### src/inc/rfpi_defines.svh
// constants of the paged inventory and surveillance command block
`ifndef RFPI_DEFINES_SVH
`define RFPI_DEFINES_SVH
// ***************************************************************
// command codes and identity
// ***************************************************************
`define RFPI_CMD_PAGE_INV 8'hb0
`define RFPI_CMD_FAST_INV 8'hb1
`define RFPI_CMD_SURV_ARM 8'ha2
`define RFPI_CMD_SURV_DIS 8'ha3
// arbitrary value, not a real maker code
`define RFPI_MFG_CODE 8'h5a
// ***************************************************************
// response bytes
// ***************************************************************
`define RFPI_RESP_OK 8'h00
`define RFPI_RESP_ERR 8'h01
`define RFPI_ERR_GENERIC 8'h0f
`define RFPI_ST_OPEN 8'h00
`define RFPI_ST_PROT 8'h0f
// ***************************************************************
// request flag bit positions
// ***************************************************************
`define RFPI_F_SUBC 0
`define RFPI_F_RATE 1
`define RFPI_F_INV 2
`define RFPI_F_EXT 3
`define RFPI_F_AFI 4
`define RFPI_F_ONE_SLOT 5
`define RFPI_F_ADDR 5
`define RFPI_F_OPT 6
`define RFPI_F_RFU 7
// ***************************************************************
// sizes and limits
// ***************************************************************
`define RFPI_PAGES 8
`define RFPI_PG_W 3
`define RFPI_LAST_PAGE 8'h07
`define RFPI_LAST_DATA 4'hf
`define RFPI_LAST_UID 4'h7
`define RFPI_UID_BYTES 4'h8
`define RFPI_LAST_SLOT 4'hf
`define RFPI_MASK_MAX_1 8'h40
`define RFPI_MASK_MAX_16 8'h3c
`define RFPI_ROUND_UP 8'h07
`endif

### src/inc/rfpi_pkg.sv
// types of the paged inventory and surveillance command block
package rfpi_pkg;
	typedef enum logic [15:0] {
		st_idle  = 16'h0001,
		st_cmd   = 16'h0002,
		st_mfg   = 16'h0004,
		st_uid   = 16'h0008,
		st_afi   = 16'h0010,
		st_mlen  = 16'h0020,
		st_mask  = 16'h0040,
		st_fpg   = 16'h0080,
		st_npg   = 16'h0100,
		st_end   = 16'h0200,
		st_slot  = 16'h0400,
		st_tflg  = 16'h0800,
		st_terr  = 16'h1000,
		st_tuid  = 16'h2000,
		st_tstat = 16'h4000,
		st_tdata = 16'h8000
	} rfpi_state_t;
endpackage

### src/inc/rfpi_match_if.sv
// identifier mask and slot comparison signals
`timescale 1ns/10ps
interface rfpi_match_if;
	logic [63:0] uid;
	logic [63:0] mask;
	logic [7:0]  mlen;
	logic [3:0]  slot;
	logic        slot16;
	logic        hit;
	modport ctl (output uid, mask, mlen, slot, slot16, input hit);
	modport cmp (input uid, mask, mlen, slot, slot16, output hit);
endinterface

### src/core/rfpi_core.sv
// paged inventory read and surveillance arm/disarm command handler
`timescale 1ns/10ps
`include "rfpi_defines.svh"
module rfpi_core (
	// clock and reset
	input  wire logic                   clk_i,
	input  wire logic                   rst_n_i,
	// received frame from the air decoder
	input  wire logic                   rx_valid_i,
	input  wire logic                   rx_first_i,
	input  wire logic [7:0]             rx_byte_i,
	input  wire logic                   rx_eof_i,
	input  wire logic                   rx_err_i,
	input  wire logic                   slot_next_i,
	// tag identity and configuration
	input  wire logic [63:0]            uid_i,
	input  wire logic [7:0]             afi_i,
	input  wire logic [`RFPI_PAGES-1:0] page_prot_i,
	input  wire logic                   read_pw_ok_i,
	input  wire logic                   surv_locked_i,
	input  wire logic                   surv_pw_prot_i,
	input  wire logic                   surv_pw_ok_i,
	// page memory
	input  wire logic [7:0]             mem_byte_i,
	output logic [7:0]                  mem_page_o,
	output logic [3:0]                  mem_idx_o,
	// reply stream to the air encoder
	input  wire logic                   tx_ready_i,
	output logic                        tx_valid_o,
	output logic                        tx_last_o,
	output logic [7:0]                  tx_byte_o,
	output logic                        tx_fast_o,
	output logic                        tx_hi_rate_o,
	output logic                        tx_dual_o,
	output logic                        tx_write_timing_o,
	// surveillance state
	output logic                        surv_mode_o
);
	// ***************************************************************
	// state and decoding
	// ***************************************************************
	rfpi_pkg::rfpi_state_t state_r;
	logic [7:0]  flags_r;
	logic [7:0]  cmd_r;
	logic [7:0]  mlen_r;
	logic [63:0] mask_r;
	logic [7:0]  pg_r;
	logic [7:0]  npg_r;
	logic [3:0]  idx_r;
	logic [3:0]  slot_r;
	logic        uid_ok_r;
	logic        afi_miss_r;
	logic        err_r;
	logic        surv_mode_r;
	logic        tx_valid_r;
	logic        tx_last_r;
	logic [7:0]  tx_byte_r;
	logic [3:0]  tx_mode_r;

	wire logic       is_inv    = (cmd_r == `RFPI_CMD_PAGE_INV) | (cmd_r == `RFPI_CMD_FAST_INV);
	wire logic       is_fast   = (cmd_r == `RFPI_CMD_FAST_INV);
	wire logic       is_surv   = (cmd_r == `RFPI_CMD_SURV_ARM) | (cmd_r == `RFPI_CMD_SURV_DIS);
	wire logic       f_inv     = flags_r[`RFPI_F_INV];
	wire logic       f_addr    = flags_r[`RFPI_F_ADDR];
	wire logic       f_opt     = flags_r[`RFPI_F_OPT];
	wire logic       slot16    = ~flags_r[`RFPI_F_ONE_SLOT];
	wire logic [7:0] mlen_up   = mlen_r + `RFPI_ROUND_UP;
	wire logic [3:0] uid_first = mlen_up[6:3];
	wire logic [7:0] mask_max  = slot16 ? `RFPI_MASK_MAX_16 : `RFPI_MASK_MAX_1;
	wire logic [7:0] uid_sel   = uid_i[{idx_r[2:0], 3'b000} +: 8];
	wire logic       stat_prot = page_prot_i[pg_r[`RFPI_PG_W-1:0]] & ~read_pw_ok_i;
	wire logic       page_done = (npg_r == 8'h00) | (pg_r == `RFPI_LAST_PAGE);
	wire logic       ld        = ~tx_valid_r | tx_ready_i;
	wire logic       new_frame = rx_valid_i & rx_first_i;
	wire logic       in_rx     = state_r inside {rfpi_pkg::st_cmd, rfpi_pkg::st_mfg,
		rfpi_pkg::st_uid, rfpi_pkg::st_afi, rfpi_pkg::st_mlen, rfpi_pkg::st_mask,
		rfpi_pkg::st_fpg, rfpi_pkg::st_npg, rfpi_pkg::st_end};
	wire logic       eof_ok    = rx_eof_i & ~rx_err_i & (state_r == rfpi_pkg::st_end);
	wire logic       addr_ok   = ~f_addr | uid_ok_r;
	wire logic       surv_deny = surv_locked_i | (surv_pw_prot_i & ~surv_pw_ok_i);
	wire logic       surv_go   = is_surv & ~f_inv & addr_ok;
	wire logic       unsup_err = ~is_inv & ~is_surv & f_addr & uid_ok_r & ~f_inv &
		~flags_r[`RFPI_F_EXT];
	wire logic       hit;

	// ***************************************************************
	// mask and slot compare
	// ***************************************************************
	rfpi_match_if mif ();
	assign mif.uid    = uid_i;
	assign mif.mask   = mask_r;
	assign mif.mlen   = mlen_r;
	assign mif.slot   = slot_r;
	assign mif.slot16 = slot16;
	assign hit        = mif.hit;

	rfpi_mask_match u_match (
		.m (mif)
	);

	// ***************************************************************
	// request parse, execution and reply sequencing
	// ***************************************************************
	always_ff @(posedge clk_i or negedge rst_n_i) begin
		if (!rst_n_i) begin
			state_r      <= rfpi_pkg::st_idle;
			flags_r      <= 8'h00;
			cmd_r        <= 8'h00;
			mlen_r       <= 8'h00;
			mask_r       <= 64'h0;
			pg_r         <= 8'h00;
			npg_r        <= 8'h00;
			idx_r        <= 4'h0;
			slot_r       <= 4'h0;
			uid_ok_r     <= 1'b0;
			afi_miss_r   <= 1'b0;
			err_r        <= 1'b0;
			surv_mode_r  <= 1'b0;
			tx_valid_r   <= 1'b0;
			tx_last_r    <= 1'b0;
			tx_byte_r    <= 8'h00;
			tx_mode_r    <= 4'h0;
		end else begin
			if (ld)
				tx_valid_r <= 1'b0;
			// a new frame always restarts parsing, even mid-slot
			if (new_frame) begin
				flags_r    <= rx_byte_i;
				state_r    <= rfpi_pkg::st_cmd;
				uid_ok_r   <= 1'b1;
				afi_miss_r <= 1'b0;
				idx_r      <= 4'h0;
				slot_r     <= 4'h0;
			end else if (rx_eof_i && in_rx) begin
				if (!eof_ok) begin
					state_r <= rfpi_pkg::st_idle;
				end else begin
					tx_mode_r    <= {is_fast, flags_r[`RFPI_F_RATE],
						flags_r[`RFPI_F_SUBC] & ~is_fast, ~is_inv};
					err_r        <= (surv_go & surv_deny) | unsup_err;
					if (is_inv)
						state_r <= rfpi_pkg::st_slot;
					else if (surv_go || unsup_err)
						state_r <= rfpi_pkg::st_tflg;
					else
						state_r <= rfpi_pkg::st_idle;
					// lock freezes the mode; set and clear both refused
					if (surv_go && !surv_deny)
						surv_mode_r <= (cmd_r == `RFPI_CMD_SURV_ARM);
				end
			end else if (rx_valid_i || !in_rx) begin
				// request states only move on a received byte
				case (state_r)
					rfpi_pkg::st_cmd: begin
						cmd_r   <= rx_byte_i;
						state_r <= rfpi_pkg::st_mfg;
					end
					rfpi_pkg::st_mfg: begin
						if (rx_byte_i != `RFPI_MFG_CODE)
							state_r <= rfpi_pkg::st_idle;
						else if (is_inv && (!f_inv || flags_r[`RFPI_F_RFU]))
							state_r <= rfpi_pkg::st_idle;
						else if (is_inv && flags_r[`RFPI_F_AFI])
							state_r <= rfpi_pkg::st_afi;
						else if (is_inv)
							state_r <= rfpi_pkg::st_mlen;
						else if (f_addr)
							state_r <= rfpi_pkg::st_uid;
						else
							state_r <= rfpi_pkg::st_end;
					end
					rfpi_pkg::st_uid: begin
						if (rx_byte_i != uid_sel)
							uid_ok_r <= 1'b0;
						idx_r <= idx_r + 4'h1;
						if (idx_r == `RFPI_LAST_UID)
							state_r <= rfpi_pkg::st_end;
					end
					rfpi_pkg::st_afi: begin
						// zero selects every family
						afi_miss_r <= (rx_byte_i != 8'h00) && (rx_byte_i != afi_i);
						state_r    <= rfpi_pkg::st_mlen;
					end
					rfpi_pkg::st_mlen: begin
						mlen_r <= rx_byte_i;
						mask_r <= 64'h0;
						idx_r  <= 4'h0;
						if (rx_byte_i > mask_max)
							state_r <= rfpi_pkg::st_idle;
						else if (rx_byte_i == 8'h00)
							state_r <= rfpi_pkg::st_fpg;
						else
							state_r <= rfpi_pkg::st_mask;
					end
					rfpi_pkg::st_mask: begin
						mask_r[{idx_r[2:0], 3'b000} +: 8] <= rx_byte_i;
						idx_r <= idx_r + 4'h1;
						if (idx_r == uid_first - 4'h1)
							state_r <= rfpi_pkg::st_fpg;
					end
					rfpi_pkg::st_fpg: begin
						pg_r    <= rx_byte_i;
						state_r <= (rx_byte_i > `RFPI_LAST_PAGE) ? rfpi_pkg::st_idle :
							rfpi_pkg::st_npg;
					end
					rfpi_pkg::st_npg: begin
						npg_r   <= rx_byte_i;
						state_r <= rfpi_pkg::st_end;
					end
					rfpi_pkg::st_end: begin
						// surplus bytes only matter for commands we understand
						if (is_inv || is_surv)
							state_r <= rfpi_pkg::st_idle;
					end
					rfpi_pkg::st_slot: begin
						if (afi_miss_r)
							state_r <= rfpi_pkg::st_idle;
						else if (hit)
							state_r <= rfpi_pkg::st_tflg;
						else if (!slot16)
							state_r <= rfpi_pkg::st_idle;
						else if (slot_next_i) begin
							slot_r  <= slot_r + 4'h1;
							state_r <= (slot_r == `RFPI_LAST_SLOT) ? rfpi_pkg::st_idle :
								rfpi_pkg::st_slot;
						end
					end
					rfpi_pkg::st_tflg: begin
						if (ld) begin
							tx_valid_r <= 1'b1;
							tx_byte_r  <= err_r ? `RFPI_RESP_ERR : `RFPI_RESP_OK;
							tx_last_r  <= ~err_r & is_surv;
							idx_r      <= f_opt ? uid_first : 4'h0;
							if (err_r)
								state_r <= rfpi_pkg::st_terr;
							else if (is_surv)
								state_r <= rfpi_pkg::st_idle;
							else if (f_opt && uid_first != `RFPI_UID_BYTES)
								state_r <= rfpi_pkg::st_tuid;
							else
								state_r <= rfpi_pkg::st_tstat;
						end
					end
					rfpi_pkg::st_terr: begin
						if (ld) begin
							tx_valid_r <= 1'b1;
							tx_byte_r  <= `RFPI_ERR_GENERIC;
							tx_last_r  <= 1'b1;
							state_r    <= rfpi_pkg::st_idle;
						end
					end
					rfpi_pkg::st_tuid: begin
						if (ld) begin
							// whole bytes of the real identifier, slot bits included only when the mask length is a multiple of 8
							tx_valid_r <= 1'b1;
							tx_byte_r  <= uid_sel;
							tx_last_r  <= 1'b0;
							idx_r      <= (idx_r == `RFPI_LAST_UID) ? 4'h0 : idx_r + 4'h1;
							if (idx_r == `RFPI_LAST_UID)
								state_r <= rfpi_pkg::st_tstat;
						end
					end
					rfpi_pkg::st_tstat: begin
						if (ld) begin
							tx_valid_r <= 1'b1;
							tx_byte_r  <= stat_prot ? `RFPI_ST_PROT : `RFPI_ST_OPEN;
							tx_last_r  <= stat_prot & page_done;
							idx_r      <= 4'h0;
							if (!stat_prot)
								state_r <= rfpi_pkg::st_tdata;
							else if (page_done)
								state_r <= rfpi_pkg::st_idle;
							else begin
								pg_r  <= pg_r + 8'h01;
								npg_r <= npg_r - 8'h01;
							end
						end
					end
					rfpi_pkg::st_tdata: begin
						if (ld) begin
							tx_valid_r <= 1'b1;
							tx_byte_r  <= mem_byte_i;
							tx_last_r  <= (idx_r == `RFPI_LAST_DATA) & page_done;
							idx_r      <= idx_r + 4'h1;
							if (idx_r == `RFPI_LAST_DATA) begin
								pg_r    <= pg_r + 8'h01;
								npg_r   <= npg_r - 8'h01;
								state_r <= page_done ? rfpi_pkg::st_idle :
									rfpi_pkg::st_tstat;
							end
						end
					end
					default: begin
						state_r <= rfpi_pkg::st_idle;
					end
				endcase
			end
		end
	end

	assign mem_page_o        = pg_r;
	assign mem_idx_o         = idx_r;
	assign tx_valid_o        = tx_valid_r;
	assign tx_last_o         = tx_last_r;
	assign tx_byte_o         = tx_byte_r;
	assign {tx_fast_o, tx_hi_rate_o, tx_dual_o, tx_write_timing_o} = tx_mode_r;
	assign surv_mode_o       = surv_mode_r;
endmodule // rfpi_core

### src/core/rfpi_mask_match.sv
// identifier mask compare with slot number check
`timescale 1ns/10ps
module rfpi_mask_match (
	// comparison operands and result
	rfpi_match_if.cmp m
);
	logic [63:0] bit_ok;
	logic [63:0] uid_shift;
	logic        slot_ok;

	genvar i;
	for (i = 0; i < 64; i++) begin : g_bit
		assign bit_ok[i] = (m.mlen <= 8'(i)) | (m.mask[i] == m.uid[i]);
	end

	// the slot number sits in the four identifier bits above the mask
	assign uid_shift = m.uid >> m.mlen;
	assign slot_ok   = ~m.slot16 | (uid_shift[3:0] == m.slot);
	assign m.hit     = (&bit_ok) & slot_ok;
endmodule // rfpi_mask_match

### config.mk
export PLATFORM = sky130hd
export DESIGN_NAME = rfpi_core
export DESIGN_NICKNAME = d
export VERILOG_FILES = /design/src/inc/rfpi_pkg.sv /design/src/inc/rfpi_match_if.sv /design/src/core/rfpi_core.sv /design/src/core/rfpi_mask_match.sv
export VERILOG_INCLUDE_DIRS = /design/src /design/src/inc
export SDC_FILE = /design/constraint.sdc
export NUM_CORES = 1
export LEC_CHECK = 0
export ABC_CLOCK_PERIOD_IN_PS = 12500
export BUFFER_PORTS_ARGS = -buffer_cell sky130_fd_sc_hd__buf_4
export CAP_MARGIN = 20
export CELL_PAD_IN_SITES_DETAIL_PLACEMENT = 2
export CELL_PAD_IN_SITES_GLOBAL_PLACEMENT = 2
export CORE_MARGIN = 10
export CORE_UTILIZATION = 40
export CTS_BUF_LIST = sky130_fd_sc_hd__clkbuf_16
export DETAILED_ROUTE_END_ITERATION = 10
export PLACE_DENSITY = 0.94
export SETUP_SLACK_MARGIN = 0.4
export SLEW_MARGIN = 20
export SYNTH_ARGS = -nofsm -noshare
export SYNTH_HDL_FRONTEND = slang
export SYNTH_HIERARCHICAL = 1
export SYNTH_SLANG_ARGS = --single-unit
### constraint.sdc
create_clock -name clk_i -period 12.5 [get_ports clk_i]
set_input_delay 3.125 -clock clk_i [delete_from_list [all_inputs] [get_ports clk_i]]
set_output_delay 3.125 -clock clk_i [all_outputs]
set_load 0.05 [all_outputs]
# After elaboration in Yosys (flattened, before gate mapping)
# Cells that the tools add are included.
# word_totals
ff_bits,146
inputBits,108
output_inout_bits,27
# op_classes
addsub,7
order_cmp,67
n_eq_ne,121
shift,4
mux,100
bitwise,103
reduce_logical,45
# ops
op,n
$mux 16,19
$le 8x6->1 const B,32
$pmux 16 s15,1
$mux 8,17
$le 8x5->1 const B,16
$pmux 64 s2,1
$mux 4,18
$or 1x1->1,72
$bwmux 64,1
$eq 1x1->1,64
$le 8x4->1 const B,8
$reduce_and 64->1,1
$shift 8x8->64 const A,1
$shiftx 64x7->8,1
$shiftx 8x8->64,1
$shr 64x8->4,1
$mux 15,4
$mux 10,5
$pmux 8 s3,2
$pmux 8 s5,1
$mux 12,3
$eq 8x8->1 const B,4
$le 8x3->1 const B,4
$ne 4x4->1 const B,8
64 further kinds,162

# Depth between registers and ports, before layout
# depth
ltp_word,14
depth_mapped,22
mapped_depth_nobuf,15

# By module
# Netlist, hierarchy kept.
# by_module_without_submodules
module,n_inst,cells_each,area_per_inst_um2
rfpi_core,1,996,8996.1
rfpi_mask_match,1,457,3674.8

# Worst setup path after synthesis
# No wires, ideal clock.
# synth_path
path_type,input-to-reg
start,input port uid_i[59]
end,register state_r[5]
t_arrival_ns,6.449
t_required_ns,12.366
path_slack_ns,5.917
path_stages,17
n_path_buf,2
cell_sequence,mux4_1 -> a221o_1 -> a21boi_0 -> nor4_1 -> a31o_1 -> xor2_1 -> or4_1 -> a21oi_1 -> nor3_1 -> nand4_1 -> o32ai_1 -> a221o_1 -> nor4_2 -> buf_6 -> buf_12 -> mux2i_1 -> nor2_1
# synth_via
elab_chain_len,10
elab_cells_between_ends,15
# synth_lines
element,line_no,rtl
"start, declared",rfpi_core.sv:16,"input wire logic [63:0] uid_i,"
$shr 64x8->4 / $eq 1x1->1 (equally long branches),"rfpi_mask_match.sv:17, rfpi_mask_match.sv:13",
$eq 4x4->1 / $or 1x1->1 (equally long branches),"rfpi_mask_match.sv:18, rfpi_mask_match.sv:13",
$or 1x1->1 / $reduce_and 64->1 (equally long branches),"rfpi_mask_match.sv:18, rfpi_mask_match.sv:19",
$and 1x1->1 (*),rfpi_mask_match.sv:19,assign m.hit = (&bit_ok) & slot_ok;
named net hit,rfpi_core.sv:84,wire logic hit;
$mux 16,rfpi_core.sv:218,else if (hit)
$mux 16,rfpi_core.sv:216,if (afi_miss_r)
$pmux 16 s15,rfpi_core.sv:153,case (state_r)
$mux 16,rfpi_core.sv:151,end else if (rx_valid_i || !in_rx) begin
$mux 16,rfpi_core.sv:134,end else if (rx_eof_i && in_rx) begin
$mux 16,rfpi_core.sv:127,if (new_frame) begin
"end signal, assigned",rfpi_core.sv:129,state_r <= rfpi_pkg::st_cmd;
"end signal, assigned",rfpi_core.sv:136,state_r <= rfpi_pkg::st_idle;
"end signal, assigned",rfpi_core.sv:156,state_r <= rfpi_pkg::st_mfg;
"end, declared",rfpi_core.sv:42,rfpi_pkg::rfpi_state_t state_r;
# Mark *: on every way through the listed nets, which the timed path passes. The rest lies on a longest branch. The select of a mux whose other input is x is not followed.
# A chain may end at the register's enable or synchronous reset.

# Worst setup path after layout
# layout_path
start,input port uid_i[58]
end,register state_r[10]
# Same word-level chain as after synthesis.

==> flow_metrics.py <==
metrics = {
    "clocking": {
        "cts.repair.resized": 0,
        "cts_sinks": 146,
        "clock_latency_ns": 0.45,
        "cts_buffer_depth": 2,
        "cts_made_buffers": 17,
        "cts_max_level": 4,
        "cts_tree": "yes",
        "clk_pin_slew_worst_paths_ns": 0.07,
        "cts_root_buf": "clkbuf_16",
        "hold_buffers": 0,
        "post-cts-setup-buffer-count": 0,
    },
    "worst_setup_path": {
        "r2r-end": "state_r[10]",
        "startpoint": "uid_i[58]",
        "path_class": "in -> reg",
        "cp_max_fo": 13,
        "cp-end-kind": "flip-flop",
        "endpoint": "state_r[10]",
        "reg2regPathDepth": 16,
        "reg2reg_slack_ns": 6.32,
        "critPathLaunchType": "input port",
        "r2r-start": "mif.mlen[0]",
        "required_ns": 12.84,
        "arrival_ns": 7.74,
    },
    "timing": {
        "maxSlewHeadroom_pct": 23.2,
        "fin_skew_ns": 0.00917,
        "finalHoldViolCount": 0,
        "worst_pin_slew_ns": 1.14,
        "setup-tns-final_ns": 0,
        "drv_slew": 0,
        "rsz0062_at_grt": "no",
        "max_freq_mhz": 135,
        "min_period_over_period_pct": 59.2,
        "whs_ns": 0.482,
        "fin_crit_ns": 7.40,
        "setup-violations-final": 0,
    },
    "logic_synthesis": {
        "yosys.cell_count.top_type": "nand2_1",
        "syn_nets": 1576,
        "yosysTopAreaCellShare_pct": 28.6,
        "yosysWarnings": 6,
        "synth_ff_type": "dfrtp_1",
        "synth_area_leaders": "dfrtp_1 (29%), mux4_2 (6.4%), nand2_1 (6.0%)",
        "synth_seq_cells": 146,
        "ys_types": 101,
        "synthArstFlopShare_pct": 100,
        "seq_area_frac_synth_pct": 28.8,
        "synth_edf_count": 0,
        "synthCells": 1453,
        "syn_avg_cell_area_um2": 8.72,
        "yosysTopAreaCell": "dfrtp_1",
        "synth_common_cells": "nand2_1 (202), dfrtp_1 (145), o21ai_0 (107), a21oi_1 (90), nor2_1 (74)",
        "syn_area_um2": 12700,
    },
    "floorplanning": {
        "die_height_um": 198,
        "top_level_ports": 135,
        "die-width_um": 198,
        "start_util_pct": 40.4,
        "core_um2": 31400,
        "rows": 65,
        "die_area_um2": 39200,
    },
    "place": {
        "port_buffers": 134,
        "gp_congestion": 1.04,
        "dpl.cell_count": 1906,
        "dp_hpwl_um": 47400,
    },
    "routing": {
        "detail_route.first_pass.iterations": 7,
        "ant_nets": 0,
        "drc": 0,
        "vias_per_cell": 7.00,
        "drt_iter0_markers": 1408,
        "vias": 13600,
        "wl_per_cell_um": 33.4,
        "wirelength_um": 64700,
    },
    "outcome": {
        "status": "finished clean",
    },
    "global_routing": {
        "grt_util_all_layers_pct": 32.7,
        "grt_pass1_wl_um": 96500,
        "grt_pass1_vias": 14600,
        "grt_overflow": 0,
        "antenna_found_initial": 1,
        "grt_max_degree": 84,
    },
    "power": {
        "p_leak_nw": 6.04,
        "p_per_area_nw_per_um2": 95.8,
        "peakVddDrop_mv": 0.0986,
    },
    "finish": {
        "final_nets": 1646,
        "drive_gt1_share_pct": 19.4,
        "stdcell_count": 1938,
        "syn_to_final_growth_pct": 13.3,
        "antenna-diode-count": 0,
    },
    "flow_run": {
        "maxCapViolations": 0,
    },
    "worst_hold_path": {
        "worstHoldPathType": "reg -> reg",
    },
}
per-layer routing:
| layer | up-vias | part of all wire [%] | track usage [%] |
|---|---|---|---|
| met5 | - | 0 | 0 |
| met4 | 0 | 5.8 | 18.2 |
| met3 | 245 | 7.4 | 6.28 |
| met2 | 771 | 48 | 54.7 |
| met1 | 7022 | 39 | 38.8 |
| li1 | 5527 | - | - |
registers in the layout (all words and copies together) (netlist names), 8 cells and up, named ones only:
register / cells
mask_r: 64
state_r: 16
cmd_r: 8
flags_r: 8
mem_page_o: 8
mif.mlen: 8
npg_r: 8
tx_byte_o: 8
area by class of cell:
cell class              count  area [um2]
multi-input cells        1142        8220
clock buffers              17         425
inverters                  58         218
repair buffers            158        1190
fillers                  3434       17000
well taps                 402         503
flip-flops and latches    146        3660
clock inverters            15         144
metrics by stage:
stage	util (%)	cell area (um2)	worst slack (ns)	power, W
4_1_cts	45.7	14400	5.22	0.00137
3_3_place_gp	43.9	13800	4.90	0.000824
3_5_place_dp	43.9	13800	4.84	0.000844
2_1_floorplan	-	12700	5.92	0.000697
5_1_grt	45.7	14400	4.92	0.00142
6_report	45.7	14400	5.10	0.00138
power breakdown:
group	internal [W]	total [W]	switching [W]	leakage [nW]
sequential	0.000503	0.000543	0.0000402	1.84
combinational	0.000111	0.000311	0.000200	3.92
clock	0.000292	0.000521	0.000229	0.285
total	0.000906	0.00138	0.000469	6.04
layout by cell type, fill, tap and decap left out, types with 15 or more instances in the layout:
master and count:
nand3_1 42, xnor2_1 49, nor4_1 19, o22ai_1 18
mux4_2 36, ha_1 15, inv_1 58, xor2_1 46
mux2_2 23, nand2b_1 17, a21oi_1 90, nor2_1 74
a31oi_1 22, buf_4 156, dfrtp_1 143, clkbuf_16 17
nor3_1 30, mux2i_1 45, o21ai_0 107, nand2_1 202
nand4_1 25
kinds of logic after synthesis:
group | after synthesis | synth area share (%)
multiplexers | 115 | 14.3
AND/OR/NAND/NOR | 534 | 22.4
AO/OA/AOI/OAI | 382 | 19.7
flip-flops | 146 | 28.8
buffers and inverters | 165 | 6.56
adder cells (fa/ha/maj) | 15 | 1.48
XOR/XNOR | 96 | 6.74
how the worst min path moves through the flow:
stage	cells after the start	from	slack [ns]	to
6_report	1	tx_byte_o[0]	0.48	tx_byte_o[0]
5_1_grt	2	flags_r[0]	0.52	flags_r[0]
4_1_cts	1	tx_byte_o[0]	0.49	tx_byte_o[0]
3_5_place_dp	2	flags_r[7]	0.47	flags_r[7]
3_3_place_gp	2	flags_r[7]	0.46	flags_r[7]
2_1_floorplan	2	flags_r[7]	0.44	flags_r[7]
critical path, cell delays in order:
cell	delay [ns]
buf_4	0.14
mux4_1	0.56
a221o_1	0.32
a21boi_0	0.18
nor4_1	0.08
a31o_1	0.21
xor2_1	0.14
or4_1	0.62
a21oi_1	0.39
nor3_1	0.13
nand4_1	0.12
o32ai_1	0.09
a221o_1	0.31
nor4_4	0.55
buf_4	0.36
nor2_1	0.11
mux2_2	0.28
No activity file was read; power rests on OpenSTA's default activity.
